--- src/gfdm_pkg.sv ---
// Constants, field layouts and types shared by the pin function and misc control logic
package gfdm_pkg;

    // ------------------------------------------------------------------
    // Register map and reset values
    // ------------------------------------------------------------------
    localparam logic [7:0] GFDM_ADDR_MISC   = 8'h07;
    localparam logic [7:0] GFDM_ADDR_PIN1   = 8'h0a;
    localparam logic [7:0] GFDM_ADDR_PIN2   = 8'h0b;
    localparam logic [7:0] GFDM_RST_MISC    = 8'h00;
    localparam logic [7:0] GFDM_RST_PIN1    = 8'h32;
    localparam logic [7:0] GFDM_RST_PIN2    = 8'h00;
    localparam logic [7:0] GFDM_RDATA_NONE  = 8'h00;

    // Writable bits of each register; the rest read as zero
    localparam logic [7:0] GFDM_MISC_WMASK  = 8'hf0;
    localparam logic [7:0] GFDM_PIN_WMASK   = 8'hf7;

    // ------------------------------------------------------------------
    // Field positions
    // ------------------------------------------------------------------
    localparam int GFDM_MISC_CAPDIS_BIT = 7;
    localparam int GFDM_MISC_DLYEN_BIT  = 6;
    localparam int GFDM_MISC_DLYSEL_BIT = 5;
    localparam int GFDM_MISC_CLKRST_BIT = 4;
    localparam int GFDM_PIN_FUNC_LSB    = 4;
    localparam int GFDM_PIN_FUNC_W      = 4;
    localparam int GFDM_PIN_RSVD_BIT    = 3;
    localparam int GFDM_PIN_DRV_LSB     = 0;
    localparam int GFDM_PIN_DRV_W       = 3;

    // ------------------------------------------------------------------
    // Pin function codes
    // ------------------------------------------------------------------
    localparam logic [3:0] GFDM_FN_OFF      = 4'h0;
    localparam logic [3:0] GFDM_FN_GIN      = 4'h1;
    localparam logic [3:0] GFDM_FN_GOUT     = 4'h2;
    localparam logic [3:0] GFDM_FN_IRQ      = 4'h3;
    localparam logic [3:0] GFDM_FN_MICCLK   = 4'h4;
    localparam logic [3:0] GFDM_FN_PDOUT1   = 4'h5;
    localparam logic [3:0] GFDM_FN_PDOUT2   = 4'h6;
    localparam logic [3:0] GFDM_FN_SDOUT1   = 4'h7;
    localparam logic [3:0] GFDM_FN_SDOUT2   = 4'h8;
    localparam logic [3:0] GFDM_FN_SBCLK    = 4'h9;
    localparam logic [3:0] GFDM_FN_SFSYNC   = 4'ha;
    localparam logic [3:0] GFDM_FN_GENERAL_CLOCK_OUTPUT   = 4'hb;
    localparam logic [3:0] GFDM_FN_MUXDOUT  = 4'hc;
    localparam logic [3:0] GFDM_FN_DAISY    = 4'hd;

    // ------------------------------------------------------------------
    // Drive style codes
    // ------------------------------------------------------------------
    localparam logic [2:0] GFDM_DRV_HIZ     = 3'h0;
    localparam logic [2:0] GFDM_DRV_PUSH    = 3'h1;
    localparam logic [2:0] GFDM_DRV_LO_WKHI = 3'h2;
    localparam logic [2:0] GFDM_DRV_LO_HIZ  = 3'h3;
    localparam logic [2:0] GFDM_DRV_WKLO_HI = 3'h4;
    localparam logic [2:0] GFDM_DRV_HIZ_HI  = 3'h5;

    // ------------------------------------------------------------------
    // Timing
    // ------------------------------------------------------------------
    localparam int unsigned GFDM_CLK_HZ        = 200_000_000;
    localparam int unsigned GFDM_CYC_PER_MS    = GFDM_CLK_HZ / 1000;
    localparam int unsigned GFDM_DLY_SHORT_MS  = 128;
    localparam int unsigned GFDM_DLY_LONG_MS   = 512;
    localparam int unsigned GFDM_CLK_LOSS_MS   = 2;
    localparam int unsigned GFDM_CAP_DIS_MS    = 1;
    localparam int unsigned GFDM_DLY_SHORT_CYC = GFDM_DLY_SHORT_MS * GFDM_CYC_PER_MS;
    localparam int unsigned GFDM_DLY_LONG_CYC  = GFDM_DLY_LONG_MS * GFDM_CYC_PER_MS;
    localparam int unsigned GFDM_CLK_LOSS_CYC  = GFDM_CLK_LOSS_MS * GFDM_CYC_PER_MS;
    localparam int unsigned GFDM_CAP_DIS_CYC   = GFDM_CAP_DIS_MS * GFDM_CYC_PER_MS;

    // DAC power-up sequence
    typedef enum logic [1:0] {
        GFDM_SEQ_OFF,
        GFDM_SEQ_DISCH,
        GFDM_SEQ_DELAY,
        GFDM_SEQ_ON
    } gfdm_seq_t;

endpackage

--- src/gfdm_pin_if.sv ---
// Signals between the pin configuration logic and the pin drive decoder
`timescale 1ns/1ps
interface gfdm_pin_if;
    logic [3:0] func;
    logic [2:0] drv;
    logic       value;
    logic       out;
    logic       oe;
    logic       pu;
    logic       pd;

    modport ctrl  (output func, output drv, output value, input out, input oe, input pu, input pd);
    modport drive (input func, input drv, input value, output out, output oe, output pu, output pd);
endinterface

--- src/gfdm_pin_drive.sv ---
// Drive style decoder: turns function, drive code and level into pin controls
`timescale 1ns/1ps
module gfdm_pin_drive
    import gfdm_pkg::*;
(
    gfdm_pin_if.drive pin
);

    // ------------------------------------------------------------------
    // Decode
    // ------------------------------------------------------------------
    logic serial_fn;
    logic out_fn;

    // Serial audio outputs ignore the drive code and always push-pull
    assign serial_fn = (pin.func >= GFDM_FN_PDOUT1 && pin.func <= GFDM_FN_SFSYNC) ||
                       pin.func == GFDM_FN_MUXDOUT || pin.func == GFDM_FN_DAISY;
    assign out_fn    = pin.func >= GFDM_FN_GOUT && pin.func <= GFDM_FN_DAISY;

    // Combinational so a new code reaches the pin on the next register edge
    always_comb begin
        pin.out = pin.value;
        pin.oe  = 1'b0;
        pin.pu  = 1'b0;
        pin.pd  = 1'b0;
        if (serial_fn) begin
            pin.oe = 1'b1;
        end else if (out_fn) begin
            unique case (pin.drv)
                GFDM_DRV_HIZ:     pin.oe = 1'b0;
                GFDM_DRV_PUSH:    pin.oe = 1'b1;
                GFDM_DRV_LO_WKHI: begin
                    pin.oe = ~pin.value;
                    pin.pu = pin.value;
                end
                GFDM_DRV_LO_HIZ:  pin.oe = ~pin.value;
                GFDM_DRV_WKLO_HI: begin
                    pin.oe = pin.value;
                    pin.pd = ~pin.value;
                end
                GFDM_DRV_HIZ_HI:  pin.oe = pin.value;
                default:          pin.oe = 1'b0;        // Reserved codes float the pin
            endcase
        end
    end

endmodule

--- src/gfdm_top.sv ---
// Multi-function pin selection and DAC misc control registers
`timescale 1ns/1ps
module gfdm_top
    import gfdm_pkg::*;
#(
    parameter int unsigned DLY_SHORT_CYC = GFDM_DLY_SHORT_CYC,
    parameter int unsigned DLY_LONG_CYC  = GFDM_DLY_LONG_CYC,
    parameter int unsigned CLK_LOSS_CYC  = GFDM_CLK_LOSS_CYC,
    parameter int unsigned CAP_DIS_CYC   = GFDM_CAP_DIS_CYC
)(
    input  wire logic       clk,
    input  wire logic       arst_n,
    input  wire logic       ce,
    input  wire logic       reg_wr_en,
    input  wire logic       reg_rd_en,
    input  wire logic [7:0] reg_addr,
    input  wire logic [7:0] reg_wdata,
    output logic      [7:0] reg_rdata,
    input  wire logic       dac_powerup_req,
    input  wire logic       sel_clk_present,
    input  wire logic       irq_level,
    input  wire logic       gout_level,
    input  wire logic       mic_clk,
    input  wire logic       pri_dout1,
    input  wire logic       pri_second_serial_data_out,
    input  wire logic       sec_dout1,
    input  wire logic       sec_second_serial_data_out,
    input  wire logic       sec_bclk,
    input  wire logic       sec_frame_sync,
    input  wire logic       gen_clk,
    input  wire logic       daisy_dout,
    input  wire logic       pin1_in,
    output logic            pin1_out,
    output logic            pin1_oe,
    output logic            pin1_pu_en,
    output logic            pin1_pd_en,
    output logic            gin_level,
    output logic            cap_discharge_active,
    output logic            dac_power_on,
    output logic            hard_reset_req
);

    // ------------------------------------------------------------------
    // State
    // ------------------------------------------------------------------
    typedef struct packed {
        logic [7:0]  misc;
        logic [7:0]  pin1;
        logic [7:0]  pin2;
        logic [7:0]  rdata;
        gfdm_seq_t   seq;
        logic [31:0] timer;
        logic [31:0] loss_cnt;
        logic        hard_rst;
        logic        p_out;
        logic        p_oe;
        logic        p_pu;
        logic        p_pd;
        logic        gin;
        logic        cap_act;
        logic        dac_on;
    } gfdm_state_t;

    gfdm_state_t st_reg;
    gfdm_state_t st_next;
    gfdm_pin_if  pin1_bus ();
    logic        src_level;
    logic [31:0] dly_limit;

    // ------------------------------------------------------------------
    // Pin source selection
    // ------------------------------------------------------------------
    // Muxed data is an OR: each serial port idles low outside its own slots
    always_comb begin
        unique case (st_reg.pin1[GFDM_PIN_FUNC_LSB +: GFDM_PIN_FUNC_W])
            GFDM_FN_GOUT:    src_level = gout_level;
            GFDM_FN_IRQ:     src_level = irq_level;
            GFDM_FN_MICCLK:  src_level = mic_clk;
            GFDM_FN_PDOUT1:  src_level = pri_dout1;
            GFDM_FN_PDOUT2:  src_level = pri_second_serial_data_out;
            GFDM_FN_SDOUT1:  src_level = sec_dout1;
            GFDM_FN_SDOUT2:  src_level = sec_second_serial_data_out;
            GFDM_FN_SBCLK:   src_level = sec_bclk;
            GFDM_FN_SFSYNC:  src_level = sec_frame_sync;
            GFDM_FN_GENERAL_CLOCK_OUTPUT:  src_level = gen_clk;
            GFDM_FN_MUXDOUT: src_level = pri_dout1 | sec_dout1;
            GFDM_FN_DAISY:   src_level = daisy_dout;
            default:         src_level = 1'b0;                    // Off, input, reserved
        endcase
    end

    // Decoder reads the live register, so a write acts at the next edge
    assign pin1_bus.func  = st_reg.pin1[GFDM_PIN_FUNC_LSB +: GFDM_PIN_FUNC_W];
    assign pin1_bus.drv   = st_reg.pin1[GFDM_PIN_DRV_LSB +: GFDM_PIN_DRV_W];
    assign pin1_bus.value = src_level;

    gfdm_pin_drive u_pin1_drive (
        .pin (pin1_bus.drive)
    );

    // Selected power-up delay
    assign dly_limit = st_reg.misc[GFDM_MISC_DLYSEL_BIT] ? 32'(DLY_LONG_CYC)
                                                         : 32'(DLY_SHORT_CYC);

    // ------------------------------------------------------------------
    // Next state
    // ------------------------------------------------------------------
    always_comb begin
        st_next = st_reg;

        // Register writes; reserved bits are masked so they always read zero
        if (reg_wr_en) begin
            unique case (reg_addr)
                GFDM_ADDR_MISC: st_next.misc = reg_wdata & GFDM_MISC_WMASK;
                GFDM_ADDR_PIN1: st_next.pin1 = reg_wdata & GFDM_PIN_WMASK;
                GFDM_ADDR_PIN2: st_next.pin2 = reg_wdata & GFDM_PIN_WMASK;
                default: ;
            endcase
        end

        // Registered read data; unmapped addresses read zero
        if (reg_rd_en) begin
            unique case (reg_addr)
                GFDM_ADDR_MISC: st_next.rdata = st_reg.misc;
                GFDM_ADDR_PIN1: st_next.rdata = st_reg.pin1;
                GFDM_ADDR_PIN2: st_next.rdata = st_reg.pin2;
                default:        st_next.rdata = GFDM_RDATA_NONE;
            endcase
        end

        // Pin controls and sampled input
        st_next.p_out = pin1_bus.out;
        st_next.p_oe  = pin1_bus.oe;
        st_next.p_pu  = pin1_bus.pu;
        st_next.p_pd  = pin1_bus.pd;
        if (pin1_bus.func == GFDM_FN_GIN) begin
            st_next.gin = pin1_in;
        end

        // DAC power-up: optional discharge, optional delay, then on
        st_next.timer = st_reg.timer + 32'h1;
        unique case (st_reg.seq)
            GFDM_SEQ_OFF: begin
                st_next.timer = 32'h0;
                if (dac_powerup_req) begin
                    if (st_reg.misc[GFDM_MISC_CAPDIS_BIT]) begin
                        st_next.seq = GFDM_SEQ_DISCH;
                    end else if (st_reg.misc[GFDM_MISC_DLYEN_BIT]) begin
                        st_next.seq = GFDM_SEQ_DELAY;
                    end else begin
                        st_next.seq = GFDM_SEQ_ON;
                    end
                end
            end
            GFDM_SEQ_DISCH: begin
                if (st_reg.timer >= 32'(CAP_DIS_CYC - 1)) begin
                    st_next.timer = 32'h0;
                    st_next.seq   = st_reg.misc[GFDM_MISC_DLYEN_BIT] ? GFDM_SEQ_DELAY
                                                                     : GFDM_SEQ_ON;
                end
            end
            GFDM_SEQ_DELAY: begin
                if (st_reg.timer >= dly_limit - 32'h1) begin
                    st_next.timer = 32'h0;
                    st_next.seq   = GFDM_SEQ_ON;
                end
            end
            GFDM_SEQ_ON: begin
                st_next.timer = 32'h0;
            end
        endcase
        if (!dac_powerup_req) begin
            st_next.seq   = GFDM_SEQ_OFF;
            st_next.timer = 32'h0;
        end
        // Phase flags get their own flops so the outputs carry no decode
        st_next.cap_act = st_next.seq == GFDM_SEQ_DISCH;
        st_next.dac_on  = st_next.seq == GFDM_SEQ_ON;

        // Clock loss watchdog; counter saturates at the limit
        if (!st_reg.misc[GFDM_MISC_CLKRST_BIT] || sel_clk_present) begin
            st_next.loss_cnt = 32'h0;
        end else if (st_reg.loss_cnt < 32'(CLK_LOSS_CYC)) begin
            st_next.loss_cnt = st_reg.loss_cnt + 32'h1;
        end
        st_next.hard_rst = st_next.loss_cnt >= 32'(CLK_LOSS_CYC);
    end

    // ------------------------------------------------------------------
    // State register
    // ------------------------------------------------------------------
    // Clock enable low freezes every bit of state
    always_ff @(posedge clk or negedge arst_n) begin
        if (!arst_n) begin
            st_reg          <= '0;
            st_reg.misc     <= GFDM_RST_MISC;
            st_reg.pin1     <= GFDM_RST_PIN1;
            st_reg.pin2     <= GFDM_RST_PIN2;
            st_reg.seq      <= GFDM_SEQ_OFF;
        end else if (ce) begin
            st_reg <= st_next;
        end
    end

    // Outputs straight from flip-flops
    assign reg_rdata            = st_reg.rdata;
    assign pin1_out             = st_reg.p_out;
    assign pin1_oe              = st_reg.p_oe;
    assign pin1_pu_en           = st_reg.p_pu;
    assign pin1_pd_en           = st_reg.p_pd;
    assign gin_level            = st_reg.gin;
    assign cap_discharge_active = st_reg.cap_act;
    assign dac_power_on         = st_reg.dac_on;
    assign hard_reset_req       = st_reg.hard_rst;

    // ------------------------------------------------------------------
    // Checks
    // ------------------------------------------------------------------
    disch_enter_a: assert property (@(posedge clk) disable iff (!arst_n)
        ce && dac_powerup_req && st_reg.seq == GFDM_SEQ_OFF && st_reg.misc[GFDM_MISC_CAPDIS_BIT]
        |=> cap_discharge_active)
        else $error("discharge phase not entered");

    disch_skip_a: assert property (@(posedge clk) disable iff (!arst_n)
        ce && st_reg.seq == GFDM_SEQ_OFF && !st_reg.misc[GFDM_MISC_CAPDIS_BIT]
        |=> !cap_discharge_active)
        else $error("discharge phase entered while disabled");

    delay_skip_a: assert property (@(posedge clk) disable iff (!arst_n)
        ce && dac_powerup_req && st_reg.seq == GFDM_SEQ_OFF &&
        !st_reg.misc[GFDM_MISC_CAPDIS_BIT] && !st_reg.misc[GFDM_MISC_DLYEN_BIT]
        |=> dac_power_on)
        else $error("undelayed power-up did not turn on at once");

    delay_bound_a: assert property (@(posedge clk) disable iff (!arst_n)
        st_reg.seq == GFDM_SEQ_DELAY |-> st_reg.timer < dly_limit)
        else $error("power-up delay overran selected interval");

    clock_loss_a: assert property (@(posedge clk) disable iff (!arst_n)
        hard_reset_req |-> st_reg.loss_cnt == 32'(CLK_LOSS_CYC) &&
                           ($past(st_reg.misc[GFDM_MISC_CLKRST_BIT]) || !$past(ce)))
        else $error("hard reset without full clock loss");

    misc_rsvd_read_a: assert property (@(posedge clk) disable iff (!arst_n)
        ce && reg_rd_en && reg_addr == GFDM_ADDR_MISC |=> reg_rdata[3:0] == 4'h0)
        else $error("misc reserved bits read nonzero");

    pin_rsvd_bit_a: assert property (@(posedge clk) disable iff (!arst_n)
        ce && reg_wr_en && reg_addr == GFDM_ADDR_PIN1 |=> !st_reg.pin1[GFDM_PIN_RSVD_BIT])
        else $error("pin reserved bit stored");

    serial_push_a: assert property (@(posedge clk) disable iff (!arst_n)
        ce && pin1_bus.func == GFDM_FN_PDOUT1 |=> pin1_oe && pin1_out == $past(pri_dout1))
        else $error("serial output not push-pull");

    write_apply_a: assert property (@(posedge clk) disable iff (!arst_n)
        ce && reg_wr_en && reg_addr == GFDM_ADDR_PIN1
        |=> pin1_bus.func == $past(reg_wdata[GFDM_PIN_FUNC_LSB +: GFDM_PIN_FUNC_W]) &&
            pin1_bus.drv == $past(reg_wdata[GFDM_PIN_DRV_LSB +: GFDM_PIN_DRV_W]))
        else $error("pin code write not applied");

endmodule

--- config.mk ---
export PLATFORM = sky130hd
export DESIGN_NAME = gfdm_top
export DESIGN_NICKNAME = d
export VERILOG_FILES = /design/src/gfdm_pkg.sv /design/src/gfdm_pin_if.sv /design/src/gfdm_pin_drive.sv /design/src/gfdm_top.sv
export SDC_FILE = /design/constraint.sdc
export NUM_CORES = 1
export LEC_CHECK = 0
export BUFFER_PORTS_ARGS = -buffer_cell sky130_fd_sc_hd__buf_2
export CAP_MARGIN = 10
export CORE_UTILIZATION = 40
export CTS_CLUSTER_SIZE = 30
export DETAILED_ROUTE_END_ITERATION = 10
export PLACE_DENSITY = 0.62
export SLEW_MARGIN = 20
export SYNTH_ARGS = -nofsm -noshare
export SYNTH_HDL_FRONTEND = slang
export SYNTH_SLANG_ARGS = --single-unit
--- constraint.sdc ---
create_clock -name clk -period 3.4 [get_ports clk]
set_input_delay 0 -clock clk [delete_from_list [all_inputs] [get_ports clk]]
set_output_delay 0 -clock clk [all_outputs]
set_load 0.005 [all_outputs]
# After elaboration in Yosys (flattened, before gate mapping)
# Index checks and enable logic that the tools add are counted.
# W data, S select, Z words.
# classes
addsub,3
order_cmp,8
n_eq_ne,26
n_mux,21
bitwise_logic,2
n_reduce_logical,15
# op_table
operator,count
$mux W34,3
$pmux W32 S3,1
$add A32 B1 Y32 const B,2
$mux W32,2
$ge A32 B18 Y1 const B,1
$ge A32 B19 Y1 const B,1
$ge A32 B32 Y1,1
$lt A32 B19 Y1 const B,1
$sub A27 B1 Y28 const B,1
$mux W27,1
$eq A4 B4 Y1 const B,6
$pmux W8 S3,1
$eq A4 B3 Y1 const B,4
$eq A8 B4 Y1 const B,2
$pmux W1 S12,1
$mux W1,9
$reduce_and A3 Y1,3
$eq A4 B2 Y1 const B,2
$eq A8 B3 Y1 const B,1
$le A4 B4 Y1 const B,2
$eq A2 B2 Y1 const B,3
$eq A3 B2 Y1 const B,2
$eq A3 B3 Y1 const B,2
$pmux W2 S3,1
15 further kinds,22
# word_totals
reg_bits,100
inputBits,35
out_inout_bits,16
wordCells,90

# Depth between registers and ports, before layout
# depth
ltp_word,7
mapped_depth,11
mapped_depth_nobuf,10

# By module
# From an unflattened synthesis, not the netlist that was laid out.
# unflattened
hier_cells,582
area_unflattened_um2,5592.9
# modules_own_cells
module,instances,cells_per_inst,area_each_um2,seq_area_each_um2
gfdm_top,1,559,5445.2,2481.1
gfdm_pin_drive,1,23,147.6,0.0

# Worst setup path after synthesis
# OpenSTA, ideal clock, no wires.
# synth_timing
path_kind,register to register
start,register st_reg[22] (netlist bit)
end,register st_reg (netlist bit hard_reset_req)
setup_ns,0.067
arrival_ns,2.756
required_ns,3.333
path_slack_ns,0.577
stages_incl_launch_ff,9
synth_period_minus_slack_ns,2.823
path_cell_list,dfrtp_1 -> or4_4 -> o211a_1 -> buf_6 -> or4_4 -> or3_1 -> xor2_1 -> o41ai_2 -> o221a_1
# synth_between
elab_chain_len,4
word_cells_on_any_way,5
cone_classes,1 x add/sub; 2 x order compare; 2 x mux
# synth_lines
element,line_no,rtl
from (decl),gfdm_top.sv:64,gfdm_state_t st_reg;
from (signal assigned),gfdm_top.sv:201,st_reg <= st_next;
$add A32 B1 Y32 / $lt A32 B19 Y1 (equally long branches),"gfdm_top.sv:184, gfdm_top.sv:183",
$mux W32 *,gfdm_top.sv:183,end else if (st_reg.loss_cnt < 32'(CLK_LOSS_CYC)) begin
$mux W32 *,gfdm_top.sv:181,if (!st_reg.misc[GFDM_MISC_CLKRST_BIT] || sel_clk_present) begin
$ge A32 B19 Y1 *,gfdm_top.sv:186,st_next.hard_rst = st_next.loss_cnt >= 32'(CLK_LOSS_CYC);
# Mark *: on every way between the ends. The rest lies on a longest branch, timed or not.
# A chain may end at the register's enable or synchronous reset.

# Worst setup path in the final report
# Ends and elaborated chain as after synthesis.

==> summary.txt <==
Status
  – Outcome: finished, final reports clean

Clock tree
  – Clk_lat worst skew: 0.35 ns
  – Worst-path clk slew: 0.07 ns
  – CTS root buffer: clkbuf_16
  – Total number of H-tree levels: 3
  – CTS Buf Count: 9
  – CTS tree: done
  – Clock buffer depth: 2
  – Sink Count: 99
  – Setup bufs post-CTS: 0

Setup path
  – CP Launch Type: flop
  – Worst Setup End Kind: flop
  – CP Max Fanout: 10
  – Critical Path RT: 3.69 ns
  – Crit path kind: flop to flop
  – WP data arrival: 3.30 ns

Yosys
  – Most used DFF post-synth: dfrtp_1
  – Cells after Synth: 584
  – Register bit total from synthesis: 99
  – Syn_nets: 631
  – Top post-synthesis cells by area: dfrtp_1 44%, nand2_1 5.7%, o21ai_0 5.4%
  – Register area share after synthesis: 45.70%
  – Area leader, netlist: dfrtp_1
  – Post-synthesis cell type count: 61
  – Share of the synthesized area in the top cell type: 44.25%
  – EDFF count, synth: 0
  – Syn. warnings: 0
  – Post-synth ARST share: 100.0%
  – Synthesized cell area: 5429 µm²
  – Syn_area_per_cell: 9.296 µm²

Floorplanning
  – Top Ports: 51
  – Horiz. Die Dim: 118.5 µm
  – Die footprint: 14040 µm²
  – Row cnt: 42
  – Starting density of the core: 41.00%
  – Die height: 118.5 µm
  – Core ar.: 13240 µm²

Timing
  – Period utilization: 88.43%
  – Final min period: 3.006 ns
  – Setup Viol. Count Final: 0
  – Slew HR: 42.77%
  – Setup TNS Final: 0 ns
  – Slew Viols, Final: 0
  – Max Clock Freq: 332.6 MHz
  – Final hold viol count: 0
  – Clk_skew: 0.004518 ns
  – RSZ-0062 raised after global routing: false
  – Worst-margin pin slew: 0.8571 ns
  – Worst Hold Slack: 0.06916 ns

Route
  – Antenna viol nets, final: 0
  – Routed Wire Length: 12470 µm
  – Via Count: 4548
  – Initial DRC count: 352
  – Average wire per standard cell: 15.42 µm
  – Residual DRC: 0
  – Iteration count of the initial detailed-routing pass: 5
  – Vias per inst: 5.622

Hold path
  – HP Class: input pin to flop

Cells and area
  – NumNets Final: 675
  – Antenna diodes: 0
  – Non-filler cells, final: 809
  – Max reg flops: 77
  – Final Util: 47.03%
  – Layout cells sized above 1: 18.17%
  – P&R area growth vs syn: 14.73%

GRT
  – Vias in the first global route: 4412
  – Overflow after GRT: 0
  – Initial antenna violation count: 0
  – Largest net degree at the start of global routing: 43
  – Gr usage total: 18.83%
  – First-pass GRT wire length: 21290 µm

Power and ir drop
  – Maximum vdd drop: 0.2552 mV
  – Cell area power density: 408.8 nW/µm²
  – Pleak: 2.744 nW
  – Total power: 2.546 mW

Place
  – Port Buffers: 48
  – GPL Wtd Cong: 0.8926
  – Final HPWL DP: 8619 µm
  – Cell total after placement: 783

Flow run
  – Max-Cap Viols: 0
## cell type report
type | instances | area [µm²]
sequential | 99 | 2481
fill | 1284 | 7014
tap | 176 | 220.2
timing repair buffer | 69 | 437.9
clock buffer | 11 | 252.7
clock inverter | 5 | 60.06
inverter | 16 | 60.06
multi-input combinational | 433 | 2716
## cells in the final DEF (no fill, tap or decap), types with 14 or more instances in the layout
cell type / n
dfrtp_1: 96
o21ai_0: 59
o31ai_1: 17
mux2_2: 24
and2_1: 16
buf_2: 47
inv_1: 16
nand3_1: 28
nand2_1: 83
nor2_1: 36
nor3_1: 14
## power breakdown
part / internal (mW) / switching [mW]
logic: 0.102 / 0.151
clock network: 0.613 / 0.452
registers: 1.20 / 0.0243
total: 1.92 / 0.627
## routing by layer
layer | wire (µm) | track usage, % | share of wire [%]
met1 | 5978 | 25.69 | 48
met2 | 5826 | 29.63 | 47
met3 | 483 | 4.488 | 3.9
met4 | 183 | 5.775 | 1.5
met5 | 0 | 0 | 0
## synthesized netlist by cell type (4+ instances only)
master,n
o31ai_1,17
and3_1,8
nand2_1,83
or3_1,4
nor2b_1,11
nand4_1,10
mux2i_1,6
nor4_1,11
and2_1,16
mux2_2,24
a31oi_1,9
a22o_1,4
nor2_1,36
inv_1,16
a21o_1,4
o211ai_1,4
o41ai_1,4
xor2_1,4
ha_1,12
nor3_1,14
buf_4,8
dfrtp_1,96
o21ai_0,59
nand3_1,28
a21oi_1,11
clkbuf_1,24
xnor2_1,4
a22oi_1,5
## critical path: stages (launching register included)
cell,delay (ns)
dfrtp_1,0.45
or4_4,0.56
o211a_1,0.34
or4_4,0.58
or3_1,0.34
xor2_1,0.17
o41ai_2,0.28
o221a_1,0.22
## per-stage QoR
stage,cell area (µm²),worst slack [ns]
finish,6228,0.3935
detailed placement,5814,0.3617
floorplan,5429,0.5766
global route,6228,0.08130
CTS,6227,0.3747
global placement,5814,0.4507
## worst paths after layout
kind | cells after the start | end | startpoint | slack [ns]
worst max register to register | 7 | hard_reset_req | st_reg[22] | 0.39
worst min-delay path | 2 | pin1_pd_en | ce | 0.07
max in group asynchronous | 3 | pin1_bus.drv[1] | arst_n | 2.38
min in group asynchronous | 2 | st_reg[36] | arst_n | 0.13
worst min register to register | 2 | reg_rdata[6] | reg_rdata[6] | 0.48
worst max-delay path | 7 | hard_reset_req | st_reg[22] | 0.39
## cells by family after synthesis
logic type                 share of synthesized area (%)
DFF                                                45.70
buffers and inverters                              4.425
AOI/OAI and AO/OA                                  17.03
and+or+nand+nor                                    21.80
other                                            0.06907
muxes                                              6.914
adders and majority gates                          2.766
xor gates and xnor gates                           1.290
## repair_timing
action,in CTS,in global routing
endpoints found under the hold margin,52,0
gates resized for setup,0,1
hold buffers,10,0
endpoints found under the setup margin,0,1
No activity file was read; power rests on OpenSTA's default activity.
